**src/aeif_regs.svh**
```systemverilog
// register offsets, field positions, reset values and timing counts
`ifndef AEIF_REGS_SVH
`define AEIF_REGS_SVH

`define AEIF_ADDR_W 4
`define AEIF_OFS_FLAGS 4'h2
`define AEIF_OFS_ENABLE 4'h3
`define AEIF_OFS_FRAMING_CTRL 4'hB
`define AEIF_OFS_STATE 4'h4
`define AEIF_OFS_BLOCK_EN 4'h1
`define AEIF_OFS_IRQ_STAT 4'h5
`define AEIF_OFS_IRQ_MASK 4'h6
`define AEIF_BIT_YEL 0
`define AEIF_BIT_AIS 1
`define AEIF_BIT_OOF 2
`define AEIF_BIT_LCV 3
`define AEIF_BIT_BLOCK_EN 1
`define AEIF_RST_FLAGS 8'h00
`define AEIF_RST_ENABLE 8'h00
`define AEIF_RST_CRIT 3'h3
`define AEIF_AIS_FRAMES 2
`define AEIF_AIS_ZERO_LIMIT 2
`define AEIF_YEL_FRAMES 2
`define AEIF_FRAME_BITS 256

`endif

```
**src/aeif_pkg.sv**
```systemverilog
// types shared by the alarm and error event block
package aeif_pkg;
  typedef struct packed {
    logic frame_start;
    logic bit_valid;
    logic bit_data;
    logic fas_slot;
    logic fas_error;
    logic nfas_slot;
    logic remote_bit;
  } aeif_rx_t;

  typedef struct packed {
    logic wr;
    logic rd;
    logic [3:0] addr;
    logic [7:0] wdata;
  } aeif_bus_t;

  typedef enum logic [1:0] {
    AEIF_FR_IN,
    AEIF_FR_OUT
  } aeif_frame_state_t;
endpackage

```
**src/aeif_top.sv**
```systemverilog
// alarm and error event flags with clear-on-read and interrupt output
//
// The address map and strobed register access were decided locally.
`timescale 1ns/1ps
`include "aeif_regs.svh"

// Contract
// - line code violation sets bit 3
// - bits reset zero, cleared by read
// - out-of-frame change sets bit 2
// - out-of-frame after criterion errored alignments
// - all-ones alarm change sets bit 1
// - remote alarm change sets bit 0
// - per-event enable gates interrupt
// - block enable masks whole group at irq; irq_summary ignores it
// - all-ones alarm two frames, zeros clear
// - remote alarm two frames each way
module aeif_top
(
  input wire logic clk_sys,
  input wire logic rst_n,
  input aeif_pkg::aeif_bus_t bus,
  output logic [7:0] rdata,
  input wire logic line_code_violation,
  input aeif_pkg::aeif_rx_t rx,
  output logic irq,
  output logic irq_summary
);
  import aeif_pkg::*;

  logic [7:0] flags_reg;
  logic [7:0] flags_next;
  logic [7:0] enable_reg;
  logic [2:0] crit_reg;
  logic block_en_reg;
  logic [7:0] irq_stat_reg;
  logic [7:0] irq_mask_reg;
  logic [7:0] event_vec;
  logic oof_state;
  logic ais_state;
  logic yel_state;
  logic oof_d_reg;
  logic ais_d_reg;
  logic yel_d_reg;
  logic flags_rd;
  logic [7:0] rdata_next;

  // ****************************************************************
  // defect detectors
  // ****************************************************************
  aeif_detect u_detect
  (
    .clk_sys(clk_sys),
    .rst_n(rst_n),
    .rx(rx),
    .crit(crit_reg),
    .oof_reg(oof_state),
    .ais_reg(ais_state),
    .yel_reg(yel_state)
  );

  always_ff @(posedge clk_sys)
  begin
    if (!rst_n)
    begin
      oof_d_reg <= 1'b0;
      ais_d_reg <= 1'b0;
      yel_d_reg <= 1'b0;
    end
    else
    begin
      oof_d_reg <= oof_state;
      ais_d_reg <= ais_state;
      yel_d_reg <= yel_state;
    end
  end

  // ****************************************************************
  // event flags
  // ****************************************************************
  always_comb
  begin
    event_vec = 8'h00;
    event_vec[`AEIF_BIT_LCV] = line_code_violation;
    event_vec[`AEIF_BIT_OOF] = oof_state ^ oof_d_reg;
    event_vec[`AEIF_BIT_AIS] = ais_state ^ ais_d_reg;
    event_vec[`AEIF_BIT_YEL] = yel_state ^ yel_d_reg;
  end

  assign flags_rd = bus.rd && (bus.addr == `AEIF_OFS_FLAGS);

  always_comb
  begin
    flags_next = flags_reg;
    if (flags_rd)
      flags_next = 8'h00;
    flags_next = flags_next | event_vec;
  end

  always_ff @(posedge clk_sys)
  begin
    if (!rst_n)
      flags_reg <= `AEIF_RST_FLAGS;
    else
      flags_reg <= flags_next;
  end

  // ****************************************************************
  // control registers
  // ****************************************************************
  always_ff @(posedge clk_sys)
  begin
    if (!rst_n)
    begin
      enable_reg <= `AEIF_RST_ENABLE;
      crit_reg <= `AEIF_RST_CRIT;
      block_en_reg <= 1'b0;
      irq_mask_reg <= 8'h00;
    end
    else if (bus.wr)
    begin
      case (bus.addr)
        `AEIF_OFS_ENABLE: enable_reg <= bus.wdata & 8'h0F;
        `AEIF_OFS_FRAMING_CTRL: crit_reg <= bus.wdata[2:0];
        `AEIF_OFS_BLOCK_EN: block_en_reg <= bus.wdata[`AEIF_BIT_BLOCK_EN];
        `AEIF_OFS_IRQ_MASK: irq_mask_reg <= bus.wdata & 8'h0F;
        default: ;
      endcase
    end
  end

  // ****************************************************************
  // summary status, write one to clear
  // ****************************************************************
  // sticky copy so software can poll without destroying the event flags
  always_ff @(posedge clk_sys)
  begin
    if (!rst_n)
      irq_stat_reg <= 8'h00;
    else if (bus.wr && bus.addr == `AEIF_OFS_IRQ_STAT)
      irq_stat_reg <= (irq_stat_reg & ~bus.wdata) | event_vec;
    else
      irq_stat_reg <= irq_stat_reg | event_vec;
  end

  // ****************************************************************
  // interrupt outputs
  // ****************************************************************
  always_ff @(posedge clk_sys)
  begin
    if (!rst_n)
    begin
      irq <= 1'b0;
      irq_summary <= 1'b0;
    end
    else
    begin
      irq <= block_en_reg && ((flags_next & enable_reg) != 8'h00);
      irq_summary <= (irq_stat_reg & irq_mask_reg) != 8'h00;
    end
  end

  // ****************************************************************
  // read port
  // ****************************************************************
  always_comb
  begin
    rdata_next = 8'h00;
    case (bus.addr)
      `AEIF_OFS_FLAGS: rdata_next = flags_reg;
      `AEIF_OFS_ENABLE: rdata_next = enable_reg;
      `AEIF_OFS_FRAMING_CTRL: rdata_next = {5'h00, crit_reg};
      `AEIF_OFS_BLOCK_EN: rdata_next = {6'h00, block_en_reg, 1'b0};
      `AEIF_OFS_STATE: rdata_next = {5'h00, oof_state, ais_state, yel_state};
      `AEIF_OFS_IRQ_STAT: rdata_next = irq_stat_reg;
      `AEIF_OFS_IRQ_MASK: rdata_next = irq_mask_reg;
      default: rdata_next = 8'h00;
    endcase
  end

  // data valid only in the cycle after the read strobe
  always_ff @(posedge clk_sys)
  begin
    if (!rst_n)
      rdata <= 8'h00;
    else if (bus.rd)
      rdata <= rdata_next;
    else
      rdata <= 8'h00;
  end
endmodule

```
**src/aeif_detect.sv**
```systemverilog
// receive defect detectors: out-of-frame, all-ones alarm and remote alarm
`timescale 1ns/1ps
`include "aeif_regs.svh"

module aeif_detect
(
  input wire logic clk_sys,
  input wire logic rst_n,
  input aeif_pkg::aeif_rx_t rx,
  input wire logic [2:0] crit,
  output logic oof_reg,
  output logic ais_reg,
  output logic yel_reg
);
  import aeif_pkg::*;

  aeif_frame_state_t fr_reg;
  logic [2:0] fas_run_reg;
  logic [8:0] zero_cnt_reg;
  logic [8:0] prev_zero_reg;
  logic [1:0] ais_frames_reg;
  logic [1:0] yel_one_reg;
  logic [1:0] yel_zero_reg;

  // ****************************************************************
  // out-of-frame
  // ****************************************************************
  // consecutive errored alignment count
  always_ff @(posedge clk_sys)
  begin
    if (!rst_n)
    begin
      fas_run_reg <= 3'h0;
      fr_reg <= AEIF_FR_IN;
    end
    else if (rx.fas_slot)
    begin
      if (!rx.fas_error)
      begin
        fas_run_reg <= 3'h0;
        fr_reg <= AEIF_FR_IN;
      end
      else
      begin
        if (fas_run_reg != 3'h7)
          fas_run_reg <= fas_run_reg + 3'h1;
        if ((fas_run_reg + 3'h1) >= crit)
          fr_reg <= AEIF_FR_OUT;
      end
    end
  end

  always_ff @(posedge clk_sys)
  begin
    if (!rst_n)
      oof_reg <= 1'b0;
    else
      case (fr_reg)
        AEIF_FR_IN: oof_reg <= 1'b0;
        AEIF_FR_OUT: oof_reg <= 1'b1;
        default: oof_reg <= 1'b0;
      endcase
  end

  // ****************************************************************
  // all-ones alarm
  // ****************************************************************
  // two frames to declare, zeros clear
  always_ff @(posedge clk_sys)
  begin
    if (!rst_n)
    begin
      zero_cnt_reg <= 9'h000;
      prev_zero_reg <= 9'h000;
      ais_frames_reg <= 2'h0;
      ais_reg <= 1'b0;
    end
    else if (rx.frame_start)
    begin
      prev_zero_reg <= zero_cnt_reg;
      zero_cnt_reg <= 9'h000;
      if (zero_cnt_reg == 9'h000)
      begin
        if (ais_frames_reg != 2'h3)
          ais_frames_reg <= ais_frames_reg + 2'h1;
        if (ais_frames_reg + 2'h1 >= 2'(`AEIF_AIS_FRAMES))
          ais_reg <= 1'b1;
      end
      else
        ais_frames_reg <= 2'h0;
      if ((zero_cnt_reg + prev_zero_reg) > 9'(`AEIF_AIS_ZERO_LIMIT))
        ais_reg <= 1'b0;
    end
    else if (rx.bit_valid && !rx.bit_data && zero_cnt_reg != 9'h1FF)
      zero_cnt_reg <= zero_cnt_reg + 9'h001;
  end

  // ****************************************************************
  // remote alarm
  // ****************************************************************
  // two non-alignment frames each way
  always_ff @(posedge clk_sys)
  begin
    if (!rst_n)
    begin
      yel_one_reg <= 2'h0;
      yel_zero_reg <= 2'h0;
      yel_reg <= 1'b0;
    end
    else if (rx.nfas_slot)
    begin
      if (rx.remote_bit)
      begin
        yel_zero_reg <= 2'h0;
        if (yel_one_reg != 2'h3)
          yel_one_reg <= yel_one_reg + 2'h1;
        if (yel_one_reg + 2'h1 >= 2'(`AEIF_YEL_FRAMES))
          yel_reg <= 1'b1;
      end
      else
      begin
        yel_one_reg <= 2'h0;
        if (yel_zero_reg != 2'h3)
          yel_zero_reg <= yel_zero_reg + 2'h1;
        if (yel_zero_reg + 2'h1 >= 2'(`AEIF_YEL_FRAMES))
          yel_reg <= 1'b0;
      end
    end
  end
endmodule

```
**config.mk**
```make
export PLATFORM = sky130hd
export DESIGN_NAME = aeif_top
export DESIGN_NICKNAME = d
export VERILOG_FILES = /design/src/aeif_pkg.sv /design/src/aeif_top.sv /design/src/aeif_detect.sv
export VERILOG_INCLUDE_DIRS = /design/src /design/src/src
export SDC_FILE = /design/constraint.sdc
export NUM_CORES = 1
export LEC_CHECK = 0
export BUFFER_PORTS_ARGS = -buffer_cell sky130_fd_sc_hd__buf_4
export CAP_MARGIN = 25
export CORE_MARGIN = 3
export CORE_UTILIZATION = 45
export DETAILED_ROUTE_END_ITERATION = 8
export PLACE_DENSITY = 0.7
export SLEW_MARGIN = 30
export SYNTH_ARGS = -nofsm -noshare
export SYNTH_HDL_FRONTEND = slang
export SYNTH_HIERARCHICAL = 1
export SYNTH_SLANG_ARGS = --single-unit
```
**constraint.sdc**
```tcl
create_clock -name clk_sys -period 6.55 [get_ports clk_sys]
set_input_delay 0.3275 -clock clk_sys [delete_from_list [all_inputs] [get_ports clk_sys]]
set_output_delay 0.3275 -clock clk_sys [all_outputs]
set_load 0.1 [all_outputs]
```
# Yosys cells after proc, flatten, opt, wreduce, memory -nomap -nowiden
# Index checks and enable logic that the tools add are counted.
dict set report totals {
  register_bits 73
  in_bits 24
  out_inout_bits 10
}
dict set report op_classes {
  addsub 6
  order_cmp 5
  n_eq_ne 18
  muxes 20
  bitwise 11
  n_reduce_logical 26
}
# op count
set ops {}
lappend ops {{8-bit one-hot mux with 7 select lines} 1}
lappend ops {{8-bit by 4-bit bitwise OR with 8-bit output} 3}
lappend ops {{2-bit AND reduction} 10}
lappend ops {{8-bit by 4-bit bitwise AND with 8-bit output} 2}
lappend ops {{2-bit two-way mux} 8}
lappend ops {{8-bit two-way mux} 2}
lappend ops {{8-bit nonzero test} 2}
lappend ops {{4-bit by 3-bit equality test with 1-bit output, second input constant} 3}
lappend ops {{9-bit by 1-bit adder with 9-bit output, second input constant} 1}
lappend ops {{9-bit adder} 1}
lappend ops {{9-bit by 2-bit greater-than comparator with 1-bit output, second input constant} 1}
lappend ops {{9-bit zero test} 1}
lappend ops {{9-bit inequality test, second input constant} 1}
lappend ops {{8-bit bitwise AND} 1}
lappend ops {{4-bit by 2-bit equality test with 1-bit output, second input constant} 2}
lappend ops {{2-bit by 1-bit inequality test with 1-bit output, second input constant} 4}
lappend ops {{2-bit inequality test, second input constant} 4}
lappend ops {{8-bit NOT} 1}
lappend ops {{2-bit nonzero test} 4}
lappend ops {{1-bit two-way mux} 7}
lappend ops {{2-bit by 1-bit adder with 2-bit output, second input constant} 3}
lappend ops {{2-bit >= comparator, second input constant} 3}
lappend ops {{3-bit two-way mux} 2}
lappend ops {{3-bit AND reduction} 2}
lappend ops {{11 further kinds} 17}

# Longest topological paths before layout
# Gate-level depths: netlist of the first run.
dict set report depth {
  depth_word 7
  mapped_depth 10
  mapped_depth_nobuf 10
}

# By module
# The synthesis of the first run kept the hierarchy.
# module instances cells_per_inst area_per_inst_um2 seq_area_each_um2
set modules_own_cells {}
lappend modules_own_cells {aeif_detect 1 208 1868.0 620.6}
lappend modules_own_cells {aeif_top 1 164 1597.8 740.7}

# Worst setup path before layout of the first run
# OpenSTA, ideal clock, no wires.
dict set report synth_path {
  path_type {reg-to-reg}
  start {reg u_detect.zero_cnt_reg[0]}
  end {reg u_detect.zero_cnt_reg[5]}
  arrival_ns 2.007
  slack_ns 4.473
  path_stages_with_launch 10
  path_buffers 0
  synth_period_minus_slack_ns 2.077
  path_cell_list {dfxtp_1 -> ha_1 -> nand2_1 -> nor2_1 -> and3_1 -> ha_1 -> nor3b_4 -> nand4_1 -> or3_1 -> a21oi_1}
}
dict set report synth_via {
  elab_chain_cells 2
  word_cells_on_any_way 3
  cone_classes {1 x add/sub; 1 x eq/ne; 1 x reduce/logical}
}
# element line
set synth_rtl {}
lappend synth_rtl {{start: declaration} aeif_detect.sv:19} ;# logic [8:0] zero_cnt_reg;
lappend synth_rtl {{start signal: assignment} aeif_detect.sv:95} ;# zero_cnt_reg <= zero_cnt_reg + 9'h001;
lappend synth_rtl {{branches (longest 2 deep; another with 9-bit by 1-bit adder with 9-bit output)} n/a}
# Several ways; the timed one is not identified.
# A chain may end at the register's enable or synchronous reset.

# Worst setup path in the final report of the first run
# Same ends and word-level chain as after synthesis.

==> results.json, run 1 <==
{
  "grt-ovfl-total": 0,
  "drt_iter0_markers": 107,
  "hold_viol_final": 0,
  "synth_ff_type": "dfxtp_1",
  "via_per_inst": 5.37,
  "drv_cap": 0,
  "setup-tns-final_ps": 0,
  "area_delta_synth_final_pct": 16.7,
  "seq_area_frac_synth": 0.393,
  "clock-root-buffer": "clkbuf_8",
  "cts_hold_repair.buffers": 0,
  "clk_pin_slew_ps": 80,
  "gp_congestion": 0.870,
  "drcViolationCount": 0,
  "clockBufferDepth": 2,
  "synth_edf_count": 0,
  "wire_per_inst_um": 13.9,
  "outcome": "finished, final reports clean",
  "core_area_um2": 7370,
  "irDropWorstVdd_mv": 0.155,
  "hold_slack_ps": 139,
  "dr_total_vias": 2714,
  "drive_gt1_frac": 0.150,
  "relSlewSlack": 0.674,
  "diodes": 0,
  "cts_made_buffers": 9,
  "dr.pass1.iters": 4,
  "yosys.cell_types.count": 58,
  "worstMarginPinSlew_ps": 489,
  "antenna_found_initial": 0,
  "wl_mm": 7.01,
  "synth-compound-area-share": 0.160,
  "finalNetCount": 445,
  "die_h_um": 93.8,
  "crit_arrival_ps": 2590,
  "cts_resized": 0,
  "postRouteAntennaNets": 0,
  "cts_sinks": 68,
  "synth_area_um2": 3470,
  "cp-end-kind": "flop",
  "cts_tree": "done",
  "power_uw": 976,
  "cp_max_fo": 8,
  "fp.dieArea_um2": 8790,
  "rows": 31,
  "final_common_cell": "dfxtp_1",
  "p_leak_uw": 0.00172,
  "portBuffers": 33,
  "setup_viol": 0,
  "fillers": 682,
  "synth_xor_area_frac": 0.0329,
  "max_freq_mhz": 431,
  "grt_pass1_vias": 2684,
  "synth_top_family_by_area": "simple AND/OR/NAND/NOR gates",
  "maxSlewViolCount": 0,
  "synthMuxAreaShare": 0.0881,
  "start_kind": "flop",
  "synth_nets": 416,
  "yosys.area_share.simple": 0.221,
  "powerDensity_nw_per_um2": 241,
  "grt_pass1_wl_mm": 12.2,
  "skew_ps": 10.6,
  "syn_inst": 372,
  "ys_warn_count": 6,
  "die_w_um": 93.8,
  "rsz0062_at_grt": "no",
  "criticalPathCategory": "flop to flop",
  "hpwl_mm": 4.85,
  "min_period_ps": 2320,
  "final_cell_mix": "dfxtp_1, buf_4, nor2b_1",
  "initial_core_util": 0.470,
  "crit_required_ps": 6820,
  "hp-class": "input port to flop",
  "worstSkewPairLatency_ps": 350,
  "async_flop_share": 0,
  "synth.avg_cell_area_um2": 9.32,
  "grt_use_total": 0.174,
  "synth-adder-area-share": 0.0744,
  "synth-seq-cells": 68,
  "grt_max_degree": 56,
  "cts_setup_buffers": 0,
  "top_level_ports": 34,
  "h-tree-depth": 3,
  "fin_crit_sh": 0.354
}
[synthesized netlist by cell type (2+ instances only)]
master,number,share of area
a21boi_0,4,0.0087
a21boi_1,5,0.011
a21o_1,3,0.0065
a21oi_1,20,0.029
a22o_1,3,0.0076
a22oi_1,8,0.017
a31oi_1,5,0.0090
and2_1,12,0.022
and3_1,4,0.0072
buf_2,6,0.0087
clkbuf_1,9,0.0097
dfxtp_1,68,0.39
ha_1,19,0.069
inv_1,10,0.011
mux2_2,3,0.0097
mux2i_1,26,0.075
nand2_1,24,0.026
nand2b_1,4,0.0072
nand3_1,9,0.013
nand4_1,4,0.0072
nor2_1,24,0.026
nor2b_1,30,0.054
nor3_1,8,0.012
nor3b_1,3,0.0065
o21a_1,6,0.013
o21ai_0,9,0.013
o21ai_1,3,0.0043
o22ai_1,2,0.0036
xnor2_1,5,0.013
xor2_1,8,0.020
[final cells by class]
type                       count  area, µm²  area share
clock inverter                 7        146      0.0362
multi-input combinational    278       2000       0.494
tap                           99        124      0.0306
inverter                      11       41.3      0.0102
timing repair buffer          33        248      0.0613
sequential                    68       1360       0.337
clock buffer                   9        124      0.0306
[path summary, 6_finish.rpt]
path	startpoint	end	slack, ps	cells after the start
worst max-delay path	u_detect/zero_cnt_reg[0]$_SDFFE_PP0P_	u_detect/zero_cnt_reg[5]$_SDFFE_PP0P_	4230	9
worst min-delay path	bus[7]	irq_stat_reg[7]$_SDFFE_PN0N_	140	2
worst max register to register	u_detect/zero_cnt_reg[0]$_SDFFE_PP0P_	u_detect/zero_cnt_reg[5]$_SDFFE_PP0P_	4230	9
worst min register to register	irq_stat_reg[7]$_SDFFE_PN0N_	irq_stat_reg[7]$_SDFFE_PN0N_	430	2
[logic make-up (layout without fill, tap and decap cells)]
logic type / Yosys count / in the layout
and+or+nand+nor: 135 / 135
AOI/OAI and AO/OA: 80 / 80
DFF: 68 / 68
muxes: 30 / 30
buffers and inverters: 26 / 60
adders and majority gates: 20 / 20
xor gates and xnor gates: 13 / 13
[per-layer routing]
layer  vias to the layer above  GRT usage  share of wire
met1                      1258      0.214           0.46
met4                         0     0.0698          0.025
met5                         -          0              0
met3                        17     0.0521          0.049
met2                        66      0.285           0.47
li1                       1373          -              -
[worst max-delay path, stage by stage (launching register included)]
cell and delay (ps):
dfxtp_1 380, ha_1 260, nand2_1 80, nor2_1 50, and3_1 180, ha_1 200
nor3b_4 360, nand4_1 250, or3_1 360, a21oi_1 130
[metrics by stage]
stage	instance area, µm²	std cells	setup WS (ps)	util
after floorplan	3470	372	4470	-
after global placement	3770	489	4360	0.512
after detailed placement	3770	489	4280	0.512
after CTS	4040	505	4250	0.549
after global routing	4040	505	4070	0.549
final	4040	505	4230	0.549
[power breakdown]
| part | internal (µW) | switching [µW] | total (µW) |
|---|---|---|---|
| Clock | 294 | 168 | 462 |
| Combinational | 38.6 | 40.8 | 79.4 |
| Sequential | 425 | 9.76 | 435 |
| Total | 757 | 219 | 976 |
No activity file was read; power rests on OpenSTA's default activity.
==> run 2: changes to the inputs <==
==> constraint.sdc (replaced) <==
create_clock -name clk_sys -period 2.29 [get_ports clk_sys]
set_input_delay 0.1145 -clock clk_sys [delete_from_list [all_inputs] [get_ports clk_sys]]
set_output_delay 0.1145 -clock clk_sys [all_outputs]
set_load 0.1 [all_outputs]
==> run 2 against run 1 <==
Compared with the run above:
- hold slack lost 100 ps
- worst setup slack lost 4100 ps
- sequential share of layout area shrank 0.27 points
- final area grew 0.80%
- critical path type unchanged
- largest power group is now registers
==> results.json, run 2 (synthesized netlist as in run 1, its figures left out) <==
{
  "outcome": "finished, final reports clean",
  "powerDensity_nw_per_um2": 624,
  "hpwl_mm": 5.03,
  "final_cell_mix": "dfxtp_1, buf_4, nor2b_1",
  "grt_pass1_vias": 2672,
  "cts_sinks": 68,
  "reg2regPathDepth": 9,
  "gp_congestion": 0.864,
  "die_h_um": 93.8,
  "antenna_found_initial": 0,
  "min_period_ps": 2110,
  "clockBufferDepth": 2,
  "grt_max_degree": 36,
  "final_core_util": 0.553,
  "power_uw": 2540,
  "setup_viol": 0,
  "cts_tree": "done",
  "dr.pass1.iters": 4,
  "drt_iter0_markers": 110,
  "via_per_inst": 5.40,
  "hold_path_depth": 3,
  "wl_mm": 7.08,
  "grt-ovfl-total": 0,
  "hold_viol_final": 0,
  "h-tree-depth": 3,
  "holdPathEnd": "crit_reg[1]$_SDFFE_PN1P_",
  "wire_per_inst_um": 13.8,
  "cp_max_fo": 6,
  "r2r_start": "u_detect/zero_cnt_reg[0]$_SDFFE_PP0P_",
  "fin_crit_sh": 0.923,
  "rows": 31,
  "skew_ps": 12.8,
  "rsz0062_at_grt": "no",
  "clock-root-buffer": "clkbuf_8",
  "initial_core_util": 0.470,
  "area_delta_synth_final_pct": 17.6,
  "rrSetupSlack_ps": 180,
  "setup-tns-final_ps": 0,
  "worstMarginPinSlew_ps": 439,
  "dr_total_vias": 2777,
  "start_kind": "flop",
  "drive_gt1_frac": 0.154,
  "portBuffers": 33,
  "die_w_um": 93.8,
  "crit_arrival_ps": 2380,
  "final_common_cell": "dfxtp_1",
  "top_level_ports": 34,
  "worstSkewPairLatency_ps": 340,
  "clk_pin_slew_ps": 80,
  "core_area_um2": 7370,
  "postRouteAntennaNets": 0,
  "grt_pass1_wl_mm": 12.1,
  "fp.dieArea_um2": 8790,
  "grt_use_total": 0.172,
  "irDropWorstVdd_mv": 0.468,
  "drv_cap": 0,
  "diodes": 0,
  "r2r-end": "u_detect/zero_cnt_reg[5]$_SDFFE_PP0P_",
  "cp-end-kind": "flop",
  "hp-class": "input port to flop",
  "criticalPathCategory": "flop to flop",
  "min_from": "bus[1]",
  "drcViolationCount": 0,
  "max_freq_mhz": 473,
  "crit_required_ps": 2560,
  "maxSlewViolCount": 0,
  "p_leak_uw": 0.00174,
  "relSlewSlack": 0.706,
  "finalNetCount": 455,
  "cts_made_buffers": 9
}
==> run 2: cell count changes in the layout (fill, tap and decap cells not counted), sizes merged <==
cell,before,now
clkinvlp,0,2
clkinv,2,1
bufinv,4,2
dlygate4sd3,0,6
buf,33,37
==> run 2: timing repair <==
action	in CTS	in global routing
setup buffers	0	0
resized for setup	0	0
hold endpoints to repair	5	1
hold buffers	5	1
==> run 2: layer usage <==
layer / wire [µm] / up-vias / global-route usage
li1: - / 1401 / -
met1: 3160 / 1259 / 0.209
met2: 3260 / 94 / 0.270
met3: 425 / 23 / 0.0625
met4: 235 / 0 / 0.0782
met5: 0 / - / 0
==> run 2: power by group <==
part           total, µW  internal, µW  switching [µW]
logic                238           120             118
clock network       1060           609             456
registers           1240          1220            26.7
==> run 2: per-stage QoR <==
step           area (µm²)  hold WS (ps)  std cells  setup slack [ps]
2_1_floorplan        3470           202        372               213
3_3_place_gp         3800           294        493               264
3_5_place_dp         3800           301        493               189
4_1_cts              4070          6.87        513               173
5_1_grt              4080          35.8        514              34.1
6_report             4080          37.5        514               176
==> run 2: worst max-delay path by stage <==
stage	startpoint	to	slack [ps]
final	u_detect/zero_cnt_reg[0]$_SDFFE_PP0P_	u_detect/zero_cnt_reg[5]$_SDFFE_PP0P_	180
after global routing	u_detect/zero_cnt_reg[1]$_SDFFE_PP0P_	u_detect/zero_cnt_reg[7]$_SDFFE_PP0P_	30
after CTS	u_detect/zero_cnt_reg[0]$_SDFFE_PP0P_	u_detect/ais_reg$_SDFFE_PN0P_	170
after detailed placement	u_detect/zero_cnt_reg[0]$_SDFFE_PP0P_	u_detect/ais_reg$_SDFFE_PN0P_	190
after global placement	u_detect/zero_cnt_reg[0]$_SDFFE_PP0P_	u_detect/ais_reg$_SDFFE_PN0P_	260
after floorplan	u_detect/zero_cnt_reg[0]$_SDFFE_PP0P_	u_detect/zero_cnt_reg[5]$_SDFFE_PP0P_	210
==> run 2: critical path, cell delays in order, from the launching register on <==
cell and delay [ps]:
dfxtp_1 380, ha_1 250, nand2_1 70, nor2_1 50
and3_1 180, ha_1 210, nor3b_4 200, nand4_1 210
or3_1 360, a21oi_1 140
==> run 2: final cells by class <==
class	count	area (µm²)
Fill cell	676	3290
Sequential cell	68	1360
Inverter	11	41.3
Clock buffer	9	124
Tap cell	99	124
Timing Repair Buffer	43	338
Multi-Input combinational cell	278	2000
Clock inverter	6	88.8
